===== config.mk =====
export PLATFORM = sky130hd
export DESIGN_NAME = loop_device_flat
export DESIGN_NICKNAME = d
export VERILOG_FILES = /design/src/core/loop_pkg.sv /design/src/core/loop_link_if.sv /design/src/core/loop_device.sv /design/src/flat_wrapper.sv
export SDC_FILE = /design/constraint.sdc
export NUM_CORES = 1
export LEC_CHECK = 0
export CAP_MARGIN = 20
export CORE_MARGIN = 10
export CORE_UTILIZATION = 55
export CTS_CLUSTER_DIAMETER = 80
export DETAILED_ROUTE_END_ITERATION = 16
export DONT_BUFFER_PORTS = 1
export PLACE_DENSITY_LB_ADDON = 0.2
export SLEW_MARGIN = 20
export SYNTH_ARGS = -nofsm -noshare
export SYNTH_HDL_FRONTEND = slang
export SYNTH_SLANG_ARGS = --single-unit

===== constraint.sdc =====
create_clock -name CLK -period 2.26 [get_ports CLK]
set_input_delay 0.113 -clock CLK [delete_from_list [all_inputs] [get_ports CLK]]
set_output_delay 0.113 -clock CLK [all_outputs]
set_load 0.02 [all_outputs]

===== src/core/loop_pkg.sv =====
// Purpose: shared constants and types for the loop instruction interpreter
// Assumes: one clock, synchronous active-high reset
// Notes: register indices are nibble registers inside the device
package loop_pkg;
  // ==========================================================
  // link message kinds
  typedef enum logic [2:0] {
    MSG_DATA = 3'b000,
    MSG_REN = 3'b001,
    MSG_NRE = 3'b010,
    MSG_LAD = 3'b011,
    MSG_UNL = 3'b100,
    MSG_TAD = 3'b101,
    MSG_UNT = 3'b110,
    MSG_SDA = 3'b111
  } msg_kind_type;

  typedef enum logic [1:0] {
    ARM_NONE = 2'b00,
    ARM_CONTROL = 2'b01,
    ARM_CHARACTER = 2'b10
  } arm_type;

  typedef enum logic [1:0] {
    TX_IDLE = 2'b00,
    TX_BYTES = 2'b01,
    TX_EOT = 2'b10
  } tx_state_type;

  // ==========================================================
  // device register file
  localparam int REG_FILE_SIZE = 16;
  localparam int CTRL_COUNT = 14;
  localparam int CHAR_COUNT = 12;
  localparam logic [3:0] REG_RESET = 4'h0;
  localparam logic [3:0] REG_SRQ_MASTER = 4'h0;
  localparam logic [3:0] REG_BUF_REQ = 4'h1;
  localparam logic [3:0] REG_EVENT_REQ = 4'h2;
  localparam logic [3:0] REG_FRAME = 4'h6;
  localparam logic [3:0] REG_RATE = 4'h7;
  localparam logic [3:0] REG_PARITY = 4'h8;
  localparam logic [3:0] REG_HANDSHAKE = 4'h9;
  localparam logic [3:0] REG_PROTOCOL = 4'hB;
  localparam logic [3:0] REG_DISCONNECT = 4'hD;
  localparam int FRAME_PARITY_BIT = 0;
  localparam int FRAME_WORD_LSB = 1;
  localparam int FRAME_STOP_BIT = 3;
  localparam int SRQ_ALL_BIT = 3;
  localparam int SRQ_DATA_ERR_BIT = 2;
  localparam int DISC_DSR_BIT = 2;
  localparam int PROTO_RECEIVER_BIT = 3;
  localparam logic [3:0] READBACK_HIGH = 4'h3;
  localparam logic [4:0] OWN_ADDR_DEFAULT = 5'h03;

  // ==========================================================
  // instruction characters
  localparam logic [7:0] CH_SEMI = 8'h3B;
  localparam logic [7:0] CH_CR = 8'h0D;
  localparam logic [7:0] CH_LF = 8'h0A;
  localparam logic [7:0] CH_ZERO = 8'h30;
  localparam logic [7:0] CH_HEX_OFS = 8'h37;
  localparam logic [7:0] CH_A = 8'h41;
  localparam logic [7:0] CH_B = 8'h42;
  localparam logic [7:0] CH_C = 8'h43;
  localparam logic [7:0] CH_E = 8'h45;
  localparam logic [7:0] CH_L = 8'h4C;
  localparam logic [7:0] CH_P = 8'h50;
  localparam logic [7:0] CH_R = 8'h52;
  localparam logic [7:0] CH_S = 8'h53;
  localparam logic [7:0] CH_W = 8'h57;

  // ==========================================================
  // controller APB map
  localparam logic [7:0] OFS_MESSAGE = 8'h00;
  localparam logic [7:0] OFS_RX = 8'h04;
  localparam logic [7:0] OFS_IRQ_STATUS = 8'h08;
  localparam logic [7:0] OFS_IRQ_MASK = 8'h0C;
  localparam int IRQ_BYTE = 0;
  localparam int IRQ_EOT = 1;
  localparam int IRQ_WIDTH = 2;
endpackage : loop_pkg


===== src/core/loop_link_if.sv =====
// Purpose: message link between loop controller and device
// Assumes: both ends on CLK; every valid is taken at the edge it is seen
// Notes: no back-pressure, one message per cycle at most
interface loop_link_if;
  logic msg_valid;
  loop_pkg::msg_kind_type msg_kind;
  logic [7:0] msg_data;
  logic rsp_valid;
  logic rsp_eot;
  logic [7:0] rsp_data;

  modport device (
    input msg_valid,
    input msg_kind,
    input msg_data,
    output rsp_valid,
    output rsp_eot,
    output rsp_data
  );

  modport controller (
    output msg_valid,
    output msg_kind,
    output msg_data,
    input rsp_valid,
    input rsp_eot,
    input rsp_data
  );
endinterface : loop_link_if


===== src/core/loop_device.sv =====
// Purpose: remote-mode instruction interpreter of the loop device
// Assumes: controller keeps the addressing order on the link
// Notes: instructions are at most three characters long
//
// Contract
// - instructions taken only while addressed listener
// - remote enable plus own listen address: remote
// - not-remote-enable returns to local mode
// - unlisten drops listener, stops instruction parsing
// - own talk address: talker, leaves listener
// - semicolon-separated instructions, CR LF ends line
// - frame register holds word length, stop bits
// - control readback arms control register set
// - character readback arms character register set
// - controller makes talker then sends send-data
// - one byte per register, ascending order
// - register nibble in low nibble
// - end-of-transmission OK after last byte
// - controller sends untalk; device leaves talker
// - master register 1100: all plus data error
// - buffer register 0110: two buffer conditions
// - disconnect register 0100: disconnect on DSR false; no instruction writes it here, so it stays 0000
// - master bit 3 gates all buffer enables
//
// The APB interface to the registers was decided locally.
module loop_device #(
  parameter logic [4:0] OWN_ADDR = loop_pkg::OWN_ADDR_DEFAULT
) (
  input wire logic CLK,
  input wire logic RST,
  loop_link_if.device LINK,
  input wire logic TX_EMPTY,
  input wire logic TX_NOT_FULL,
  input wire logic RX_NOT_EMPTY,
  input wire logic RX_FULL,
  input wire logic DATA_ERROR,
  input wire logic DSR,
  output logic REMOTE,
  output logic LISTENER,
  output logic TALKER,
  output logic SYNTAX_ERROR,
  output logic SERVICE_REQUEST,
  output logic AUTODISCONNECT,
  output logic [1:0] WORD_CODE,
  output logic TWO_STOP,
  output logic PARITY_REPORT,
  output logic RECEIVER_PROTOCOL,
  output logic [2:0] HANDSHAKE_IGNORE
);
  // ==========================================================
  // state
  logic [3:0] ctrl [loop_pkg::REG_FILE_SIZE];
  logic [7:0] tok [3];
  logic [1:0] tok_len;
  logic tok_over;
  logic remote_enabled;
  loop_pkg::arm_type armed;
  loop_pkg::arm_type sending;
  loop_pkg::tx_state_type tx_state;
  logic [3:0] idx;

  // ==========================================================
  // message decode
  wire logic own_addr = LINK.msg_data[4:0] == OWN_ADDR;
  wire logic got_ren = LINK.msg_valid && LINK.msg_kind == loop_pkg::MSG_REN;
  wire logic got_nre = LINK.msg_valid && LINK.msg_kind == loop_pkg::MSG_NRE;
  wire logic got_lad = LINK.msg_valid && LINK.msg_kind == loop_pkg::MSG_LAD;
  wire logic got_unl = LINK.msg_valid && LINK.msg_kind == loop_pkg::MSG_UNL;
  wire logic got_tad = LINK.msg_valid && LINK.msg_kind == loop_pkg::MSG_TAD;
  wire logic got_unt = LINK.msg_valid && LINK.msg_kind == loop_pkg::MSG_UNT;
  wire logic got_sda = LINK.msg_valid && LINK.msg_kind == loop_pkg::MSG_SDA;
  wire logic lad_own = got_lad && own_addr;
  wire logic tad_own = got_tad && own_addr;
  wire logic data_take = LINK.msg_valid
      && LINK.msg_kind == loop_pkg::MSG_DATA
      && LISTENER && REMOTE;
  wire logic [7:0] ch = LINK.msg_data;
  wire logic is_sep = ch == loop_pkg::CH_SEMI || ch == loop_pkg::CH_CR;
  wire logic is_lf = ch == loop_pkg::CH_LF;

  // ==========================================================
  // instruction decode on the collected token
  wire logic exec = data_take && is_sep && tok_len != 2'd0;
  wire logic len3 = tok_len == 2'd3 && !tok_over;
  wire logic len2 = tok_len == 2'd2 && !tok_over;
  wire logic [7:0] d3 = tok[2] - loop_pkg::CH_ZERO;
  wire logic [7:0] d2 = tok[1] - loop_pkg::CH_ZERO;
  wire logic t2_dec = tok[2] >= loop_pkg::CH_ZERO && d3 < 8'h0A;
  wire logic t2_hex = tok[2] >= loop_pkg::CH_A && tok[2] <= 8'h46;
  wire logic [7:0] hexv = t2_hex ? tok[2] - loop_pkg::CH_HEX_OFS : d3;
  wire logic is_s = len3 && tok[0] == loop_pkg::CH_S;
  wire logic i_sp = is_s && tok[1] == loop_pkg::CH_P && t2_dec && d3 < 8'h02;
  wire logic i_sr0 = is_s && tok[1] == loop_pkg::CH_R && d3 == 8'h00;
  wire logic i_sr2 = is_s && tok[1] == loop_pkg::CH_R && d3 == 8'h02;
  wire logic i_ss = is_s && tok[1] == loop_pkg::CH_S && t2_dec && d3 < 8'h02;
  wire logic i_sw = is_s && tok[1] == loop_pkg::CH_W && t2_dec && d3 < 8'h04;
  wire logic i_sl0 = is_s && tok[1] == loop_pkg::CH_L && d3 == 8'h00;
  wire logic i_sb = is_s && tok[1] == loop_pkg::CH_B
      && (t2_hex || (t2_dec && d3 != 8'h00));
  wire logic i_se = is_s && tok[1] == loop_pkg::CH_E && t2_dec
      && (d3 < 8'h05 || d3 == 8'h06);
  wire logic i_c0 = len2 && tok[0] == loop_pkg::CH_C && d2 == 8'h00;
  wire logic i_c2 = len2 && tok[0] == loop_pkg::CH_C && d2 == 8'h02;
  wire logic i_p = len2 && tok[0] == loop_pkg::CH_P
      && tok[1] >= loop_pkg::CH_ZERO && d2 < 8'h05;
  wire logic known = i_sp || i_sr0 || i_sr2 || i_ss || i_sw || i_sl0
      || i_sb || i_se || i_c0 || i_c2 || i_p;

  // ==========================================================
  // readback byte
  // character registers load elsewhere, so readback shows reset contents
  wire logic [3:0] rb_nib = sending == loop_pkg::ARM_CHARACTER
      ? loop_pkg::REG_RESET : ctrl[idx];
  wire logic [3:0] rb_last = sending == loop_pkg::ARM_CHARACTER
      ? 4'(loop_pkg::CHAR_COUNT - 1) : 4'(loop_pkg::CTRL_COUNT - 1);
  wire logic srq_any = (ctrl[loop_pkg::REG_BUF_REQ][0] && TX_EMPTY)
      || (ctrl[loop_pkg::REG_BUF_REQ][1] && TX_NOT_FULL)
      || (ctrl[loop_pkg::REG_BUF_REQ][2] && RX_NOT_EMPTY)
      || (ctrl[loop_pkg::REG_BUF_REQ][3] && RX_FULL)
      || (ctrl[loop_pkg::REG_SRQ_MASTER][loop_pkg::SRQ_DATA_ERR_BIT]
          && DATA_ERROR);

  // ==========================================================
  // addressing and mode
  always_ff @(posedge CLK) begin
    if (RST) begin
      remote_enabled <= 1'b0;
      REMOTE <= 1'b0;
      LISTENER <= 1'b0;
      TALKER <= 1'b0;
    end else begin
      if (got_ren) remote_enabled <= 1'b1;
      if (got_nre) begin
        remote_enabled <= 1'b0;
        REMOTE <= 1'b0;
      end else if (lad_own && remote_enabled) begin
        REMOTE <= 1'b1;
      end
      if (lad_own) LISTENER <= 1'b1;
      else if (got_unl || tad_own) LISTENER <= 1'b0;
      if (tad_own) TALKER <= 1'b1;
      else if (got_unt || got_tad) TALKER <= 1'b0;
    end
  end

  // ==========================================================
  // token collection and instruction execution
  always_ff @(posedge CLK) begin
    if (RST) begin
      tok_len <= 2'd0;
      tok_over <= 1'b0;
      SYNTAX_ERROR <= 1'b0;
      armed <= loop_pkg::ARM_NONE;
      for (int i = 0; i < 3; i++) tok[i] <= 8'h00;
      for (int i = 0; i < loop_pkg::REG_FILE_SIZE; i++) begin
        ctrl[i] <= loop_pkg::REG_RESET;
      end
    end else begin
      if (lad_own) SYNTAX_ERROR <= 1'b0;
      if (got_sda && TALKER) armed <= loop_pkg::ARM_NONE;
      if (data_take && (is_sep || is_lf)) begin
        tok_len <= 2'd0;
        tok_over <= 1'b0;
      end else if (data_take && tok_len == 2'd3) begin
        tok_over <= 1'b1;
      end else if (data_take) begin
        tok[tok_len] <= ch;
        tok_len <= tok_len + 2'd1;
      end
      if (exec && !known) SYNTAX_ERROR <= 1'b1;
      if (exec && i_sp)
        ctrl[loop_pkg::REG_FRAME][loop_pkg::FRAME_PARITY_BIT] <= d3[0];
      if (exec && i_ss)
        ctrl[loop_pkg::REG_FRAME][loop_pkg::FRAME_STOP_BIT] <= d3[0];
      if (exec && i_sw) begin
        ctrl[loop_pkg::REG_FRAME][loop_pkg::FRAME_WORD_LSB +: 2]
            <= d3[1:0];
      end
      if (exec && i_sr0) armed <= loop_pkg::ARM_CONTROL;
      if (exec && i_sr2) armed <= loop_pkg::ARM_CHARACTER;
      if (exec && i_sl0) ctrl[loop_pkg::REG_HANDSHAKE][2:0] <= 3'h0;
      if (exec && i_sb) ctrl[loop_pkg::REG_RATE] <= hexv[3:0];
      if (exec && i_p) ctrl[loop_pkg::REG_PARITY][3:1] <= d2[2:0];
      if (exec && i_c0) ctrl[loop_pkg::REG_PROTOCOL] <= 4'h0;
      if (exec && i_c2) begin
        ctrl[loop_pkg::REG_PROTOCOL][loop_pkg::PROTO_RECEIVER_BIT]
            <= 1'b1;
      end
      if (exec && i_se && d3 == 8'h00) begin
        ctrl[loop_pkg::REG_SRQ_MASTER] <= 4'h0;
        ctrl[loop_pkg::REG_BUF_REQ] <= 4'h0;
        ctrl[loop_pkg::REG_EVENT_REQ] <= 4'h0;
      end else if (exec && i_se) begin
        ctrl[loop_pkg::REG_SRQ_MASTER][loop_pkg::SRQ_ALL_BIT] <= 1'b1;
        if (d3 == 8'h06) begin
          ctrl[loop_pkg::REG_SRQ_MASTER][loop_pkg::SRQ_DATA_ERR_BIT]
              <= 1'b1;
        end else begin
          ctrl[loop_pkg::REG_BUF_REQ][2'(d3 - 8'h01)] <= 1'b1;
        end
      end
    end
  end

  // ==========================================================
  // readback transmitter
  always_ff @(posedge CLK) begin
    if (RST) begin
      tx_state <= loop_pkg::TX_IDLE;
      sending <= loop_pkg::ARM_NONE;
      idx <= 4'h0;
      LINK.rsp_valid <= 1'b0;
      LINK.rsp_eot <= 1'b0;
      LINK.rsp_data <= 8'h00;
    end else begin
      LINK.rsp_valid <= 1'b0;
      LINK.rsp_eot <= 1'b0;
      case (tx_state)
        loop_pkg::TX_IDLE: begin
          if (got_sda && TALKER) begin
            sending <= armed;
            idx <= 4'h0;
            tx_state <= armed == loop_pkg::ARM_NONE
                ? loop_pkg::TX_EOT : loop_pkg::TX_BYTES;
          end
        end
        loop_pkg::TX_BYTES: begin
          LINK.rsp_valid <= 1'b1;
          LINK.rsp_data <= {loop_pkg::READBACK_HIGH, rb_nib};
          idx <= idx + 4'h1;
          if (idx == rb_last) tx_state <= loop_pkg::TX_EOT;
        end
        loop_pkg::TX_EOT: begin
          LINK.rsp_valid <= 1'b1;
          LINK.rsp_eot <= 1'b1;
          LINK.rsp_data <= 8'h00;
          tx_state <= loop_pkg::TX_IDLE;
        end
        default: tx_state <= loop_pkg::TX_IDLE;
      endcase
      if (got_unt && tx_state != loop_pkg::TX_IDLE)
        tx_state <= loop_pkg::TX_IDLE;
    end
  end

  // ==========================================================
  // outputs steered by the register file
  always_ff @(posedge CLK) begin
    if (RST) begin
      SERVICE_REQUEST <= 1'b0;
      AUTODISCONNECT <= 1'b0;
      WORD_CODE <= 2'b00;
      TWO_STOP <= 1'b0;
      PARITY_REPORT <= 1'b0;
      RECEIVER_PROTOCOL <= 1'b0;
      HANDSHAKE_IGNORE <= 3'b000;
    end else begin
      SERVICE_REQUEST <= ctrl[loop_pkg::REG_SRQ_MASTER][loop_pkg::SRQ_ALL_BIT]
          && srq_any;
      AUTODISCONNECT <= ctrl[loop_pkg::REG_DISCONNECT][loop_pkg::DISC_DSR_BIT]
          && !DSR;
      WORD_CODE <= ctrl[loop_pkg::REG_FRAME][loop_pkg::FRAME_WORD_LSB +: 2];
      TWO_STOP <= ctrl[loop_pkg::REG_FRAME][loop_pkg::FRAME_STOP_BIT];
      PARITY_REPORT <= ctrl[loop_pkg::REG_FRAME][loop_pkg::FRAME_PARITY_BIT];
      RECEIVER_PROTOCOL
          <= ctrl[loop_pkg::REG_PROTOCOL][loop_pkg::PROTO_RECEIVER_BIT];
      HANDSHAKE_IGNORE <= ctrl[loop_pkg::REG_HANDSHAKE][2:0];
    end
  end
endmodule : loop_device


===== src/flat_wrapper.sv =====
// flat-port wrapper written by rule: the top's interface ports become plain ports
module loop_device_flat 
#(
  parameter logic [4:0] OWN_ADDR = loop_pkg::OWN_ADDR_DEFAULT
)
  (CLK, RST, TX_EMPTY, TX_NOT_FULL, RX_NOT_EMPTY, RX_FULL, DATA_ERROR, DSR, REMOTE, LISTENER, TALKER, SYNTAX_ERROR, SERVICE_REQUEST, AUTODISCONNECT, WORD_CODE, TWO_STOP, PARITY_REPORT, RECEIVER_PROTOCOL, HANDSHAKE_IGNORE, LINK_msg_valid, LINK_msg_kind, LINK_msg_data, LINK_rsp_valid, LINK_rsp_eot, LINK_rsp_data);
  loop_link_if LINK_i ();
  input wire logic CLK;
  input wire logic RST;
  input wire logic TX_EMPTY;
  input wire logic TX_NOT_FULL;
  input wire logic RX_NOT_EMPTY;
  input wire logic RX_FULL;
  input wire logic DATA_ERROR;
  input wire logic DSR;
  output logic REMOTE;
  output logic LISTENER;
  output logic TALKER;
  output logic SYNTAX_ERROR;
  output logic SERVICE_REQUEST;
  output logic AUTODISCONNECT;
  output logic [1:0] WORD_CODE;
  output logic TWO_STOP;
  output logic PARITY_REPORT;
  output logic RECEIVER_PROTOCOL;
  output logic [2:0] HANDSHAKE_IGNORE;
  input wire logic [$bits(LINK_i.msg_valid)-1:0] LINK_msg_valid;
  input wire logic [$bits(LINK_i.msg_kind)-1:0] LINK_msg_kind;
  input wire logic [$bits(LINK_i.msg_data)-1:0] LINK_msg_data;
  output wire logic [$bits(LINK_i.rsp_valid)-1:0] LINK_rsp_valid;
  output wire logic [$bits(LINK_i.rsp_eot)-1:0] LINK_rsp_eot;
  output wire logic [$bits(LINK_i.rsp_data)-1:0] LINK_rsp_data;
  assign LINK_i.msg_valid = LINK_msg_valid;
  assign LINK_i.msg_kind = LINK_msg_kind;
  assign LINK_i.msg_data = LINK_msg_data;
  assign LINK_rsp_valid = LINK_i.rsp_valid;
  assign LINK_rsp_eot = LINK_i.rsp_eot;
  assign LINK_rsp_data = LINK_i.rsp_data;
  loop_device #(.OWN_ADDR(OWN_ADDR)) u_core (.CLK(CLK), .RST(RST), .LINK(LINK_i), .TX_EMPTY(TX_EMPTY), .TX_NOT_FULL(TX_NOT_FULL), .RX_NOT_EMPTY(RX_NOT_EMPTY), .RX_FULL(RX_FULL), .DATA_ERROR(DATA_ERROR), .DSR(DSR), .REMOTE(REMOTE), .LISTENER(LISTENER), .TALKER(TALKER), .SYNTAX_ERROR(SYNTAX_ERROR), .SERVICE_REQUEST(SERVICE_REQUEST), .AUTODISCONNECT(AUTODISCONNECT), .WORD_CODE(WORD_CODE), .TWO_STOP(TWO_STOP), .PARITY_REPORT(PARITY_REPORT), .RECEIVER_PROTOCOL(RECEIVER_PROTOCOL), .HANDSHAKE_IGNORE(HANDSHAKE_IGNORE));
endmodule

# Word-level counts from Yosys, hierarchy flattened
# Memories as Yosys holds them, arrays and structs flattened. A register that Yosys moved wholly into a read port is not among the register bits.
# Index checks and enable logic that the tools add are counted.
# word_totals
inputBits	20
wordCells	298
ram_bits	88
reg_bits	30
n_memories	2
# mem_list
name	words	word_bits	rd	rd_clocked_by_memory_dff	wr	line_no	text
u_core.ctrl	16	4	7	4	16	loop_device.sv:52	logic [3:0] ctrl [loop_pkg::REG_FILE_SIZE];
u_core.tok	3	8	3	0	3	loop_device.sv:53	logic [7:0] tok [3];
# classes
muxes	93
reduce_logical	119
addsub	6
n_lt_le_gt_ge	11
n_eq_ne	32
n_bitwise	18
# op_table
cell	count
8-bit by 7-bit == test with 1-bit output (second input constant)	10
1-bit logical AND	71
1-bit 2-to-1 mux	66
4-bit 2-to-1 mux	11
8-bit by 3-bit < comparator with 1-bit output (second input constant)	3
1-bit logical OR	20
1-bit bitwise OR	17
8-bit by 2-bit == test with 1-bit output (second input constant)	2
8-bit by 4-bit == test with 1-bit output (second input constant)	2
8-bit by 6-bit greater-or-equal comparator with 1-bit output (second input constant)	2
8-bit zero test	2
2-bit 2-to-1 mux	8
8-bit case mux with 2 select lines	1
2-bit nonzero test	8
8-bit by 6-bit subtractor with 8-bit output (second input constant)	2
3-bit == test (second input constant)	4
2-bit OR reduction	5
3-bit 2-to-1 mux	3
2-bit == test (second input constant)	4
8-bit by 3-bit == test with 1-bit output (second input constant)	1
8-bit by 6-bit == test with 1-bit output (second input constant)	1
8-bit by 7-bit greater-or-equal comparator with 1-bit output (second input constant)	1
8-bit by 7-bit <= comparator with 1-bit output (second input constant)	1
8-bit by 2-bit < comparator with 1-bit output (second input constant)	1
other kinds (25)	33

# Logic depth before layout (Yosys ltp)
# depth
ltp_word	19
ltp_mapped	7

# Worst setup path before layout
# Ideal clock, no wire load.
# synth_timing
path_kind	register -> register
start	memory u_core.tok[1][4]
end	memory u_core.ctrl[0][2], enable pin
path_stages_with_launch	7
setup_ns	0.310
path_slack_ns	0.045
arrival_time_ns	1.905
n_path_buf	1
path_cell_list	edfxtp_1 -> clkbuf_1 -> or3_1 -> nor4_1 -> o2111ai_1 -> or2_2 -> o21ai_0
# synth_rtl
element	line_no
start, declared	loop_device.sv:53
end, declared	loop_device.sv:52

==> impl_metrics.ini <==
[logic_synthesis]
syn_area_sq_um = 4140
synthSimpleGateAreaFrac_pct = 27.3
yosys_warnings = 0
syn_area_per_cell_sq_um = 9.60
synth_xor_xnor_area_share_pct = 0.635
synth_top_cell_by_area = edfxtp_1
ys_seq_elements = 77
synth_top_family_by_area = simple AND/OR/NAND/NOR gates
ys_top_cells_by_area = edfxtp_1, dfxtp_1, ha_1
synth_seq_area_share_pct = 47.4
synthFlopType = edfxtp_1
synthMuxAreaShare_pct = 1.72
synthTopCellsByCount = nor2_1, edfxtp_1, dfxtp_1
synth_compound_area_share_pct = 13.1
synth_fa_ha_area_share_pct = 5.14
synth_most_common_cell = nor2_1
yosysTopAreaCellShare_pct = 30.5
synth-edff-count = 42
async_flop_share_pct = 0
synth_cell_types = 66
synthCells = 431

[critical_path]
crit_type = reg -> reg
path_max_fanout = 6
cp-start-kind = flop
endpoint_kind = flop
crit_required_ns = 2.38
worstPathArrival_ns = 2.31

[power]
power.density_nw_per_um2 = 602
vdd_drop_max_mv = 0.466
leakagePower_nw = 1.73

[global_routing]
grt-ovfl-total = 0
grt_start_max_net_pins = 26
grt_pass1_vias = 3203
grt.total_usage_pct = 16.6
antenna_found_initial = 0
grt_pass1_wl_um = 15600

[floorplanning]
start_util_pct = 56.7
rows = 31
die_area_sq_um = 11400
core_sq_um = 7290
die_h_um = 107
die_x_um = 107
io_pins = 44

[place]
dpl_cell_area_sq_um = 4370
gp_congestion = 0.914
io_buffers = 0
hpwl_um = 7150

[worst_hold_path]
hold_class = in -> reg

[drt]
first_pass_iters = 4
ant_nets = 0
vias = 3303
routed_wirelength_um = 9470
wire_per_inst_um = 16.8
drc = 0
drt_iter0_drc = 257
via_per_inst = 5.87

[timing]
hold_viol = 0
fin_crit_sh_pct = 97.2
fin_worst_skew_ns = 0.00797
slew_violations = 0
grt_setup_unrepaired = true
min_period_ns = 2.20
slew_headroom_pct = 37.1
max_freq_ghz = 0.455
hold_ws_ns = 0.00438
setup_viol = 0
worstMarginPinSlew_ns = 0.940

[final_layout]
antenna_cells = 0
layout-drive-gt1-share_pct = 13.8
fin_nets = 496
area_delta_synth_final_pct = 13.4
design_area_sq_um = 4690

[clock_tree]
cts_buffers = 9
cts_tree = yes
clk_pin_slew_ns = 0.08
cts_sinks = 77
insertion_delay_ns = 0.36
htree_levels = 3
cts_buffer_depth = 2
root_buffer = clkbuf_8

[job]
max_cap_violations = 0

[status]
outcome = finished, final reports clean
## report_power, final
group / switching [W] / leakage [nW] / internal [W]
registers: 0.0000536 / 0.690 / 0.00152
clock network: 0.000503 / 0.105 / 0.000533
logic: 0.000132 / 0.934 / 0.0000814
## timing repair
| item | CTS | global route |
|---|---|---|
| pin swaps | 0 | 1 |
| hold buffers | 5 | 0 |
| endpoints found under the hold margin | 34 | 0 |
| endpoints found under the setup margin | 3 | 14 |
| gates resized for setup | 1 | 19 |
| buffers inserted | 0 | 2 |
## cells by family (layout without fill, tap and decap cells)
family	Yosys count	count (layout)
other cells	1	6
flops	77	77
buf+inv	43	71
compound gates	86	86
xor+xnor	3	3
simple gates	197	197
mux	7	7
fa+ha+maj	17	17
## layout by cell type, fill, tap and decap left out, types with 3 or more instances in the layout
cell type,instances
edfxtp_1,42
nor2b_1,12
a21oi_1,25
nand2_1,32
inv_1,20
nand2b_1,5
conb_1,6
dlygate4sd3_1,5
dfxtp_1,34
mux2i_1,6
and3_1,14
or3_1,4
o31ai_1,4
o21ai_1,9
nor2_1,43
nand4b_1,4
nor3b_1,9
nor4_1,3
o21ai_0,21
or4_4,3
nand3_1,17
nor3_1,8
and2_1,7
o2111ai_1,4
buf_4,28
nand4_1,4
nand3b_1,6
a32oi_1,3
clkbuf_8,9
ha_1,17
or4bb_1,3
## per-stage QoR
stage               utilization, %  setup TNS [ns]  worst slack (ns)  instances  power (W)
floorplan                        -               0            0.0446        436    0.00175
global placement              59.9               0            0.0680        540    0.00179
detailed placement            59.9               0            0.0164        540    0.00180
CTS                           63.5               0            0.0791        561    0.00282
global route                  64.3          -0.159           -0.0429        563    0.00292
finish                        64.3               0            0.0640        563    0.00283
## worst paths after layout
path / start / to / slack, ns / depth (start not counted)
max: u_core.tok[2][0] / u_core.ctrl[1][3] / 0.06 / 7
min: LINK_msg_kind[1] / u_core.LISTENER / 0.004 / 2
max reg2reg: u_core.tok[2][0] / u_core.ctrl[1][3] / 0.06 / 7
min reg2reg: u_core.remote_enabled / u_core.remote_enabled / 0.48 / 2
## registers in the layout, indices dropped and copies added (netlist names), 2 cells and up, named ones only
name and cells:
u_core.tx_state 2, u_core.armed 2, u_core.idx 4, u_core.WORD_CODE 2
u_core.sending 2, u_core.tok 24, u_core.ctrl 18, u_core.LINK.rsp_data 5
u_core.tok_len 2
## critical path, stage by stage, from the launching register on
cell and delay [ns]:
edfxtp_1 0.48, inv_1 0.18, ha_1 0.25, nand3b_1 0.18, o2111ai_1 0.27, buf_4 0.19
and4b_1 0.24, and2_1 0.18
## routing by layer
metal / track usage (%) / routed length (um) / vias to the layer above
met2: 28.1 / 4620 / 104
met1: 19.8 / 4090 / 1552
met4: 5.51 / 255 / 0
met3: 5.03 / 499 / 26
met5: 0 / 0 / -
li1: - / - / 1621
## final cells by class
type	count	area (sq um)
clock buffer	12	178
clock inverter	4	26.3
fill	652	2600
inverter	22	82.6
multi-input combinational	316	2060
sequential	77	1960
tap	99	124
timing repair buffer	33	260
(Power assumes the default switching activity.)
